`config.mk`:
```
export PLATFORM = sky130hd
export DESIGN_NAME = bsl_status
export DESIGN_NICKNAME = d
export VERILOG_FILES = /design/src/pkg/bsl_pkg.sv /design/src/verilog/bsl_flag.sv /design/src/verilog/bsl_irq.sv /design/src/verilog/bsl_status.sv
export VERILOG_INCLUDE_DIRS = /design/src /design/src/pkg
export SDC_FILE = /design/constraint.sdc
export NUM_CORES = 1
export LEC_CHECK = 0
export ABC_AREA = 1
export BUFFER_PORTS_ARGS = -buffer_cell sky130_fd_sc_hd__buf_4
export CORE_UTILIZATION = 46
export DETAILED_ROUTE_END_ITERATION = 6
export PLACE_DENSITY = 0.8
export SETUP_SLACK_MARGIN = 0.1
export SKIP_LAST_GASP = 1
export SYNTH_ARGS = -nofsm -noshare
export SYNTH_HDL_FRONTEND = slang
export SYNTH_HIERARCHICAL = 1
export SYNTH_SLANG_ARGS = --single-unit
export TNS_END_PERCENT = 30
```
`constraint.sdc`:
```
create_clock -name CLK_I -period 1.8 [get_ports CLK_I]
set_input_delay 0.36 -clock CLK_I [delete_from_list [all_inputs] [get_ports CLK_I]]
set_output_delay 0.36 -clock CLK_I [all_outputs]
set_load 0.03 [all_outputs]
```
`src/pkg/bsl_regs.svh`:
```
// Register offsets, field positions, reset values and bus codes of the bus unit status block.
`ifndef BSL_REGS_SVH
`define BSL_REGS_SVH

// ****************************************************************
// Register byte offsets
// ****************************************************************
`define BSL_OFS_STATUS 8'h00
`define BSL_OFS_CONTROL 8'h04
`define BSL_OFS_COMMAND 8'h08
`define BSL_OFS_LOCK_LO 8'h0C
`define BSL_OFS_LOCK_HI 8'h10
`define BSL_OFS_IRQ_STAT 8'h14
`define BSL_OFS_IRQ_CLR 8'h18
`define BSL_OFS_IRQ_EN 8'h1C

// ****************************************************************
// Field positions
// ****************************************************************
`define BSL_STAT_TXREQ_BIT 5
`define BSL_STAT_RXACT_BIT 4
`define BSL_STAT_LOCK_BIT 3
`define BSL_CTRL_RXEN_BIT 0
`define BSL_CMD_TXREQ_BIT 0
`define BSL_CMD_UNLOCK_BIT 1
`define BSL_IRQ_TXREQ_SET 0
`define BSL_IRQ_TX_DONE 1
`define BSL_IRQ_RX_DONE 2
`define BSL_IRQ_LOCK_SET 3

// ****************************************************************
// Reset values, widths and response codes
// ****************************************************************
`define BSL_CTRL_RESET 1'b0
`define BSL_IRQ_COUNT 4
`define BSL_RESP_OKAY 2'h0
`define BSL_RESP_SLVERR 2'h2
`define BSL_ZERO_WORD 32'h0000_0000

`endif

```
`src/pkg/bsl_pkg.sv`:
```
// Types shared by the bus unit status block.
package bsl_pkg;

  typedef enum logic [1:0] {
    BSL_TXQ_IDLE,
    BSL_TXQ_WAIT_BUSY,
    BSL_TXQ_WAIT_DONE
  } bsl_txq_e;

  typedef logic [31:0] bsl_word_t;

endpackage

```
`src/verilog/bsl_flag.sv`:
```
// One hardware status flag with set and clear inputs.
`timescale 1ns/1ps
module bsl_flag
  import bsl_pkg::*;
(
  input wire logic clk_i,
  input wire logic rst_i,
  input wire logic set_i,
  input wire logic clr_i,
  output logic q_o
);

  // A set in the same cycle as a clear wins, so no event is lost.
  always_ff @(posedge clk_i or posedge rst_i) begin
    if (rst_i) begin
      q_o <= 1'b0;
    end else if (set_i) begin
      q_o <= 1'b1;
    end else if (clr_i) begin
      q_o <= 1'b0;
    end
  end

endmodule

```
`src/verilog/bsl_irq.sv`:
```
// Sticky interrupt status, enable mask and level interrupt output.
`timescale 1ns/1ps
module bsl_irq
  import bsl_pkg::*;
#(
  parameter int N = 4
) (
  input wire logic clk_i,
  input wire logic rst_i,
  input wire logic [N-1:0] event_i,
  input wire logic clr_wr_i,
  input wire logic en_wr_i,
  input wire logic [N-1:0] wdata_i,
  output logic [N-1:0] status_o,
  output logic [N-1:0] enable_o,
  output logic irq_o
);

  // Events win over a clear of the same bit in the same cycle.
  always_ff @(posedge clk_i or posedge rst_i) begin
    if (rst_i) begin
      status_o <= '0;
    end else begin
      status_o <= (status_o & ~(clr_wr_i ? wdata_i : '0)) | event_i;
    end
  end

  always_ff @(posedge clk_i or posedge rst_i) begin
    if (rst_i) begin
      enable_o <= '0;
    end else if (en_wr_i) begin
      enable_o <= wdata_i;
    end
  end

  assign irq_o = |(status_o & enable_o);

endmodule

```
`src/verilog/bsl_status.sv`:
```
// Slave transmit request, slave receive and lock status flags with an AXI4-Lite register slave.
// Notes on behaviour
// - Transmit request flag sets when busy flag falls after the transmit request command.
// - Transmit request flag clears when the slave transmission completes.
// - Receive flag sets when slave or broadcast reception starts with receive enabled.
// - Receive flag clears when that reception completes.
// - Lock flag sets when lock control came but announced bytes were not received.
// - Lock flag sets only when message length exceeds the one-frame byte maximum.
// - Lock flag never sets when a frame ends through any other error.
// - Lock flag clears on bus unlock condition or software unlock command.
// - Lock address registers hold a valid master address only while locked.
`timescale 1ns/1ps
`include "bsl_regs.svh"
module bsl_status
  import bsl_pkg::*;
#(
  parameter int MAX_FRAME_BYTES = 32,
  parameter int LEN_W = 12,
  parameter int ADDR_W = 12
) (
  input wire logic CLK_I,
  input wire logic RST_I,
  input wire logic [7:0] S_AXI_AWADDR_I,
  input wire logic S_AXI_AWVALID_I,
  output logic S_AXI_AWREADY_O,
  input wire logic [31:0] S_AXI_WDATA_I,
  input wire logic [3:0] S_AXI_WSTRB_I,
  input wire logic S_AXI_WVALID_I,
  output logic S_AXI_WREADY_O,
  output logic [1:0] S_AXI_BRESP_O,
  output logic S_AXI_BVALID_O,
  input wire logic S_AXI_BREADY_I,
  input wire logic [7:0] S_AXI_ARADDR_I,
  input wire logic S_AXI_ARVALID_I,
  output logic S_AXI_ARREADY_O,
  output logic [31:0] S_AXI_RDATA_O,
  output logic [1:0] S_AXI_RRESP_O,
  output logic S_AXI_RVALID_O,
  input wire logic S_AXI_RREADY_I,
  input wire logic CMD_EXEC_I,
  input wire logic SLV_TX_DONE_I,
  input wire logic RX_START_I,
  input wire logic RX_DONE_I,
  input wire logic LOCK_CTRL_I,
  input wire logic FRAME_END_I,
  input wire logic BYTES_SHORT_I,
  input wire logic FRAME_ERR_I,
  input wire logic [LEN_W-1:0] MSG_LEN_I,
  input wire logic [ADDR_W-1:0] MASTER_ADDR_I,
  input wire logic UNLOCK_COND_I,
  output logic TX_REQ_CMD_O,
  output logic UNLOCK_CMD_O,
  output logic RX_ENABLE_O,
  output logic SLV_TX_REQ_O,
  output logic SLV_RX_ACTIVE_O,
  output logic UNIT_LOCKED_O,
  output logic IRQ_O
);

  // ****************************************************************
  // Helpers
  // ****************************************************************
  function automatic logic addr_known(input logic [7:0] a);
    addr_known = (a == `BSL_OFS_STATUS) || (a == `BSL_OFS_CONTROL) ||
      (a == `BSL_OFS_COMMAND) || (a == `BSL_OFS_LOCK_LO) ||
      (a == `BSL_OFS_LOCK_HI) || (a == `BSL_OFS_IRQ_STAT) ||
      (a == `BSL_OFS_IRQ_CLR) || (a == `BSL_OFS_IRQ_EN);
  endfunction

  function automatic logic wr_hit(input logic go, input logic [7:0] a,
      input logic [7:0] ofs, input logic lane);
    wr_hit = go && (a == ofs) && lane;
  endfunction

  // ****************************************************************
  // Declarations
  // ****************************************************************
  logic aw_hold_reg;
  logic w_hold_reg;
  logic [7:0] awaddr_reg;
  logic [31:0] wdata_reg;
  logic [3:0] wstrb_reg;
  logic bvalid_reg;
  logic [1:0] bresp_reg;
  logic rvalid_reg;
  logic [1:0] rresp_reg;
  bsl_word_t rdata_reg;
  bsl_word_t rd_word;
  logic do_write;
  logic ar_take;
  logic wr_ctrl;
  logic wr_cmd;
  logic wr_irq_clr;
  logic wr_irq_en;
  logic cmd_txreq;
  logic cmd_unlock;
  logic rx_en_reg;
  logic tx_cmd_reg;
  logic unlock_cmd_reg;
  bsl_txq_e txq_reg;
  bsl_txq_e txq_next;
  logic srq_set;
  logic rx_set;
  logic lock_seen_reg;
  logic lock_set;
  logic lock_clr;
  logic [ADDR_W-1:0] lock_addr_reg;
  logic [`BSL_IRQ_COUNT-1:0] irq_events;
  logic [`BSL_IRQ_COUNT-1:0] irq_status;
  logic [`BSL_IRQ_COUNT-1:0] irq_enable;

  // ****************************************************************
  // Write channel
  // ****************************************************************
  // Address and data are taken in either order; one write at a time.
  assign S_AXI_AWREADY_O = !aw_hold_reg && !bvalid_reg;
  assign S_AXI_WREADY_O = !w_hold_reg && !bvalid_reg;
  assign do_write = aw_hold_reg && w_hold_reg && !bvalid_reg;

  always_ff @(posedge CLK_I or posedge RST_I) begin
    if (RST_I) begin
      aw_hold_reg <= 1'b0;
      awaddr_reg <= 8'h00;
    end else if (S_AXI_AWVALID_I && S_AXI_AWREADY_O) begin
      aw_hold_reg <= 1'b1;
      awaddr_reg <= S_AXI_AWADDR_I;
    end else if (do_write) begin
      aw_hold_reg <= 1'b0;
    end
  end

  always_ff @(posedge CLK_I or posedge RST_I) begin
    if (RST_I) begin
      w_hold_reg <= 1'b0;
      wdata_reg <= `BSL_ZERO_WORD;
      wstrb_reg <= 4'h0;
    end else if (S_AXI_WVALID_I && S_AXI_WREADY_O) begin
      w_hold_reg <= 1'b1;
      wdata_reg <= S_AXI_WDATA_I;
      wstrb_reg <= S_AXI_WSTRB_I;
    end else if (do_write) begin
      w_hold_reg <= 1'b0;
    end
  end

  always_ff @(posedge CLK_I or posedge RST_I) begin
    if (RST_I) begin
      bvalid_reg <= 1'b0;
      bresp_reg <= `BSL_RESP_OKAY;
    end else if (do_write) begin
      bvalid_reg <= 1'b1;
      bresp_reg <= addr_known(awaddr_reg) ? `BSL_RESP_OKAY : `BSL_RESP_SLVERR;
    end else if (S_AXI_BREADY_I) begin
      bvalid_reg <= 1'b0;
    end
  end

  assign S_AXI_BVALID_O = bvalid_reg;
  assign S_AXI_BRESP_O = bresp_reg;

  // Writes to the status address are accepted and have no effect.
  assign wr_ctrl = wr_hit(do_write, awaddr_reg, `BSL_OFS_CONTROL, wstrb_reg[0]);
  assign wr_cmd = wr_hit(do_write, awaddr_reg, `BSL_OFS_COMMAND, wstrb_reg[0]);
  assign wr_irq_clr = wr_hit(do_write, awaddr_reg, `BSL_OFS_IRQ_CLR, wstrb_reg[0]);
  assign wr_irq_en = wr_hit(do_write, awaddr_reg, `BSL_OFS_IRQ_EN, wstrb_reg[0]);
  assign cmd_txreq = wr_cmd && wdata_reg[`BSL_CMD_TXREQ_BIT];
  assign cmd_unlock = wr_cmd && wdata_reg[`BSL_CMD_UNLOCK_BIT];

  // ****************************************************************
  // Read channel
  // ****************************************************************
  assign S_AXI_ARREADY_O = !rvalid_reg;
  assign ar_take = S_AXI_ARVALID_I && S_AXI_ARREADY_O;

  always_comb begin
    rd_word = `BSL_ZERO_WORD;
    case (S_AXI_ARADDR_I)
      `BSL_OFS_STATUS: begin
        rd_word[`BSL_STAT_TXREQ_BIT] = SLV_TX_REQ_O;
        rd_word[`BSL_STAT_RXACT_BIT] = SLV_RX_ACTIVE_O;
        rd_word[`BSL_STAT_LOCK_BIT] = UNIT_LOCKED_O;
      end
      `BSL_OFS_CONTROL: begin
        rd_word[`BSL_CTRL_RXEN_BIT] = rx_en_reg;
      end
      // The address reads as zero while unlocked, so stale values never leak.
      `BSL_OFS_LOCK_LO: begin
        rd_word[7:0] = UNIT_LOCKED_O ? lock_addr_reg[7:0] : 8'h00;
      end
      `BSL_OFS_LOCK_HI: begin
        rd_word[ADDR_W-9:0] = UNIT_LOCKED_O ? lock_addr_reg[ADDR_W-1:8] : '0;
      end
      `BSL_OFS_IRQ_STAT: begin
        rd_word[`BSL_IRQ_COUNT-1:0] = irq_status;
      end
      `BSL_OFS_IRQ_EN: begin
        rd_word[`BSL_IRQ_COUNT-1:0] = irq_enable;
      end
      default: begin
        rd_word = `BSL_ZERO_WORD;
      end
    endcase
  end

  always_ff @(posedge CLK_I or posedge RST_I) begin
    if (RST_I) begin
      rvalid_reg <= 1'b0;
      rdata_reg <= `BSL_ZERO_WORD;
      rresp_reg <= `BSL_RESP_OKAY;
    end else if (ar_take) begin
      rvalid_reg <= 1'b1;
      rdata_reg <= rd_word;
      rresp_reg <= addr_known(S_AXI_ARADDR_I) ? `BSL_RESP_OKAY : `BSL_RESP_SLVERR;
    end else if (S_AXI_RREADY_I) begin
      rvalid_reg <= 1'b0;
    end
  end

  assign S_AXI_RVALID_O = rvalid_reg;
  assign S_AXI_RDATA_O = rdata_reg;
  assign S_AXI_RRESP_O = rresp_reg;

  // ****************************************************************
  // Control and command strobes
  // ****************************************************************
  always_ff @(posedge CLK_I or posedge RST_I) begin
    if (RST_I) begin
      rx_en_reg <= `BSL_CTRL_RESET;
    end else if (wr_ctrl) begin
      rx_en_reg <= wdata_reg[`BSL_CTRL_RXEN_BIT];
    end
  end

  always_ff @(posedge CLK_I or posedge RST_I) begin
    if (RST_I) begin
      tx_cmd_reg <= 1'b0;
      unlock_cmd_reg <= 1'b0;
    end else begin
      tx_cmd_reg <= cmd_txreq;
      unlock_cmd_reg <= cmd_unlock;
    end
  end

  assign RX_ENABLE_O = rx_en_reg;
  assign TX_REQ_CMD_O = tx_cmd_reg;
  assign UNLOCK_CMD_O = unlock_cmd_reg;

  // ****************************************************************
  // Slave transmit request tracking
  // ****************************************************************
  // The flag waits for the engine to raise and then drop its busy flag.
  always_comb begin
    txq_next = txq_reg;
    case (txq_reg)
      BSL_TXQ_IDLE: begin
        if (tx_cmd_reg) begin
          txq_next = BSL_TXQ_WAIT_BUSY;
        end
      end
      BSL_TXQ_WAIT_BUSY: begin
        if (CMD_EXEC_I) begin
          txq_next = BSL_TXQ_WAIT_DONE;
        end
      end
      BSL_TXQ_WAIT_DONE: begin
        if (!CMD_EXEC_I) begin
          txq_next = BSL_TXQ_IDLE;
        end
      end
      default: begin
        txq_next = BSL_TXQ_IDLE;
      end
    endcase
  end

  always_ff @(posedge CLK_I or posedge RST_I) begin
    if (RST_I) begin
      txq_reg <= BSL_TXQ_IDLE;
    end else begin
      txq_reg <= txq_next;
    end
  end

  assign srq_set = (txq_reg == BSL_TXQ_WAIT_DONE) && !CMD_EXEC_I;

  bsl_flag u_txreq (
    .clk_i(CLK_I),
    .rst_i(RST_I),
    .set_i(srq_set),
    .clr_i(SLV_TX_DONE_I),
    .q_o(SLV_TX_REQ_O)
  );

  // ****************************************************************
  // Slave receive tracking
  // ****************************************************************
  assign rx_set = RX_START_I && rx_en_reg;

  bsl_flag u_rxact (
    .clk_i(CLK_I),
    .rst_i(RST_I),
    .set_i(rx_set),
    .clr_i(RX_DONE_I),
    .q_o(SLV_RX_ACTIVE_O)
  );

  // ****************************************************************
  // Lock tracking
  // ****************************************************************
  // Frame end wins, so lock bits never leak into the next frame; lock bits in the closing cycle count below.
  always_ff @(posedge CLK_I or posedge RST_I) begin
    if (RST_I) begin
      lock_seen_reg <= 1'b0;
    end else if (FRAME_END_I) begin
      lock_seen_reg <= 1'b0;
    end else if (LOCK_CTRL_I) begin
      lock_seen_reg <= 1'b1;
    end
  end

  // A frame cut by any other error never locks the unit.
  assign lock_set = FRAME_END_I && (lock_seen_reg || LOCK_CTRL_I) && BYTES_SHORT_I &&
    (int'(MSG_LEN_I) > MAX_FRAME_BYTES) &&
    !FRAME_ERR_I;
  assign lock_clr = UNLOCK_COND_I || unlock_cmd_reg;

  bsl_flag u_lock (
    .clk_i(CLK_I),
    .rst_i(RST_I),
    .set_i(lock_set),
    .clr_i(lock_clr),
    .q_o(UNIT_LOCKED_O)
  );

  always_ff @(posedge CLK_I or posedge RST_I) begin
    if (RST_I) begin
      lock_addr_reg <= '0;
    end else if (lock_set) begin
      lock_addr_reg <= MASTER_ADDR_I;
    end
  end

  // ****************************************************************
  // Interrupts
  // ****************************************************************
  assign irq_events = {lock_set, RX_DONE_I, SLV_TX_DONE_I, srq_set};

  bsl_irq #(
    .N(`BSL_IRQ_COUNT)
  ) u_irq (
    .clk_i(CLK_I),
    .rst_i(RST_I),
    .event_i(irq_events),
    .clr_wr_i(wr_irq_clr),
    .en_wr_i(wr_irq_en),
    .wdata_i(wdata_reg[`BSL_IRQ_COUNT-1:0]),
    .status_o(irq_status),
    .enable_o(irq_enable),
    .irq_o(IRQ_O)
  );
endmodule

```
==> flow_summary.toml <==
[logic_synthesis]
syn_area_um2 = 2917
yosysUniqueCellTypes = 33
postSynthAreaPerCell_um2 = 8.333
synthTopCellsByArea = "dfrtp_1, nand2_1, buf_4"
synth.most_common_cell = "nand2_1"
synth_flop_cell = "dfrtp_1"
synthTopCellsByCount = "nand2_1, dfrtp_1, inv_1, buf_4, nor2_1"
synth_top_area_cell = "dfrtp_1"
syn-instance-count = 350
synthDominantCellAreaShare = 0.4805
ys_seq_elements = 56
synth-edff-count = 0
yosys_warnings = 6
async_flop_share = 1.000
ys_seq_area_frac = 0.4805

[worst_hold_path]
hold_path.class = "input pin to register"

[power_and_ir_drop]
p_sw_frac = 0.3521
pwr-share-clk = 0.215
combPwrFrac = 0.315
p_per_area_nw_per_um2 = 1039
seq_power_share = 0.470
power_switching_uw = 1341
ir_drop_uv = 938.0
power.leakage_uw = 0.001957
intPower_uw = 2467

[clock_network]
path_clk_slew_ns = 0.10
clock_sinks = 56
clk-insertion-delay-late_ns = 0.31
cts-root-buf = "clkbuf_8"
h-tree-depth = 2
cts_tree = "done"
cts_buffers = 5
clockBufferDepth = 2

[global_routing]
grt-ovfl-total = 0
grt_util_met1 = 0.2288
gr-usage-all-layers = 0.1991
antenna_found_initial = 0
top_usage_layer = "met2"
grt_max_degree = 24
grt_pass1_wl_um = 9949
first_global_vias = 2336
grtUsageMet3 = 0.06444
met2_usage = 0.3483

[final_layout]
area_growth_pct = 25.61
drive_above_1_share = 0.3023
largest_reg_flops = 12
layout.nets = 531
fin_util = 0.6080
antenna_cells = 0
fill_cells = 542

[die]
core_um2 = 6026
rows = 28
io_pins = 140
start_util = 0.4840
die_area_um2 = 6663
die_w_um = 81.63
die_y_um = 81.63

[drt]
drcViolationCount = 0
routedWlPerCell_um = 11.78
wl_um = 6067
avgViaCountPerCell = 4.643
drtPass1Iterations = 4
first_iter_violations = 92
vias = 2391
final_antenna_net_count = 0

[worst_setup_path]
crit_arrival_ns = 1.77
max_stage_delay_ns = 0.45
crit_path_frequent_cell = "nand2_1"
required_ns = 2.02
slowest_stage = "dfrtp_2"
crit_path_cell_trace = "inv_1 > nand3_2 > inv_2 > nand4_1 > nor4_4 > nand2_1 > nand2_1 > nand2_1"
crit_fanout = 4
critPathCaptureType = "register"
start_kind = "register"
crit_type = "register to register"

[sta]
maxSlewHeadroom = 0.6297
finalSetupTns_ns = 0
slew_violations = 0
tightest_slew_ns = 0.5520
max_freq_ghz = 0.6430
skew_ns = 0.006304
finalHoldViolCount = 0
period_minus_slack_ns = 1.555
period_share = 0.8640
hold_slack_ns = 0.1960
setup_viol = 0
rsz0062_at_grt = "true"

[run_status]
status = "finished clean"

[place]
io_buffers = 82
place_hpwl_um = 4756
gp_congestion = 0.8121

[flow_run]
cap_violations = 0
power groups by stage:
stage | Combinational [µW] | Clock, µW | Sequential (µW)
6_report | 1200 | 819 | 1790
5_1_grt | 1330 | 884 | 1830
4_1_cts | 1180 | 828 | 1770
3_5_place_dp | 1170 | 0 | 1800
3_3_place_gp | 1130 | 0 | 1790
2_1_floorplan | 813 | 0 | 1800
cell usage in the layout, fill, tap and decap left out:
| master | instances |
|---|---|
| o211ai_1 | 1 |
| inv_2 | 6 |
| buf_4 | 86 |
| nor2_2 | 5 |
| nor2_1 | 23 |
| nand2_4 | 1 |
| o21ai_0 | 8 |
| clkbuf_8 | 5 |
| nor2_4 | 4 |
| inv_1 | 35 |
| clkinv_2 | 1 |
| nor4_4 | 1 |
| mux2_2 | 2 |
| nand4_1 | 4 |
| nand3b_1 | 4 |
| nand3_2 | 2 |
| nor3_2 | 3 |
| buf_12 | 1 |
| clkbuf_1 | 1 |
| nand3_1 | 19 |
| and2_1 | 1 |
| nor2_8 | 1 |
| bufinv_16 | 1 |
| mux2_4 | 5 |
| mux2_1 | 2 |
| a21boi_0 | 1 |
| clkinv_1 | 2 |
| dlygate4sd3_1 | 1 |
| nand2_2 | 7 |
| dfrtp_1 | 55 |
| conb_1 | 26 |
| dfrtp_2 | 1 |
| a21oi_1 | 6 |
| or2_2 | 1 |
| nand2_1 | 115 |
| o21ai_1 | 1 |
| a31oi_1 | 1 |
| nor3_1 | 1 |
worst max-delay path, delay by kind of cell, from the launching register on:
kind / cells / cell delay, ns
flip-flops: 1 / 0.45
buffers and inverters: 2 / 0.17
AND/OR/NAND/NOR: 6 / 0.84
path summary, 6_finish.rpt:
check	startpoint	endpoint	slack, ns	cells after the start
max	S_AXI_BVALID_O$_DFFE_PP0P_	u_irq/status_o[2]$_DFF_PP0_	0.24	8
min	FRAME_END_I	lock_seen_reg$_DFFE_PP0P_	0.20	2
max reg2reg	S_AXI_BVALID_O$_DFFE_PP0P_	u_irq/status_o[2]$_DFF_PP0_	0.24	8
min reg2reg	lock_addr_reg[7]$_DFFE_PP0P_	lock_addr_reg[7]$_DFFE_PP0P_	0.49	2
max in group asynchronous	RST_I	S_AXI_RDATA_O[4]$_DFFE_PP0P_	0.71	4
min in group asynchronous	RST_I	u_rxact/q_o$_DFFE_PP0P_	0.47	3
layout make-up:
cell class | count | area, µm² | area share
sequential | 56 | 1403 | 0.3829
multi-input combinational | 245 | 1222 | 0.3337
timing repair buffer | 88 | 675.6 | 0.1844
inverter | 43 | 161.4 | 0.04406
tap | 75 | 93.84 | 0.02561
clock buffer | 6 | 72.57 | 0.01981
clock inverter | 2 | 35.03 | 0.009563
stage by stage:
step	std cells	area, µm²	setup WS, ns	power [µW]
2_1_floorplan	375	3010	0.2469	2616
3_3_place_gp	505	3521	0.2460	2917
3_5_place_dp	505	3521	0.2018	2968
4_1_cts	514	3638	0.1870	3779
5_1_grt	515	3664	0.03925	4050
6_report	515	3664	0.2448	3807
cells by family (layout without fill, tap and decap cells):
family / Yosys count / in the layout / share of synthesized area
compound gates: 18 / 18 / 0.03304
buf+inv: 74 / 139 / 0.1381
flops: 56 / 56 / 0.4805
mux: 9 / 9 / 0.04118
other cells: 1 / 26 / 0.001286
simple gates: 192 / 192 / 0.3059
layer usage:
layer / up-vias / part of all wire
li1: 1201 / -
met1: 1099 / 0.41
met2: 81 / 0.50
met3: 10 / 0.065
met4: 0 / 0.019
met5: - / 0
repair_timing:
item                                    4_1_cts  5_1_grt
resized for setup                             0        4
hold buffers                                  1        0
endpoints found under the setup margin        0        8
endpoints found under the hold margin         3        0
setup buffers                                 0        1
Note: power is estimated with default switching activity, not from simulation.
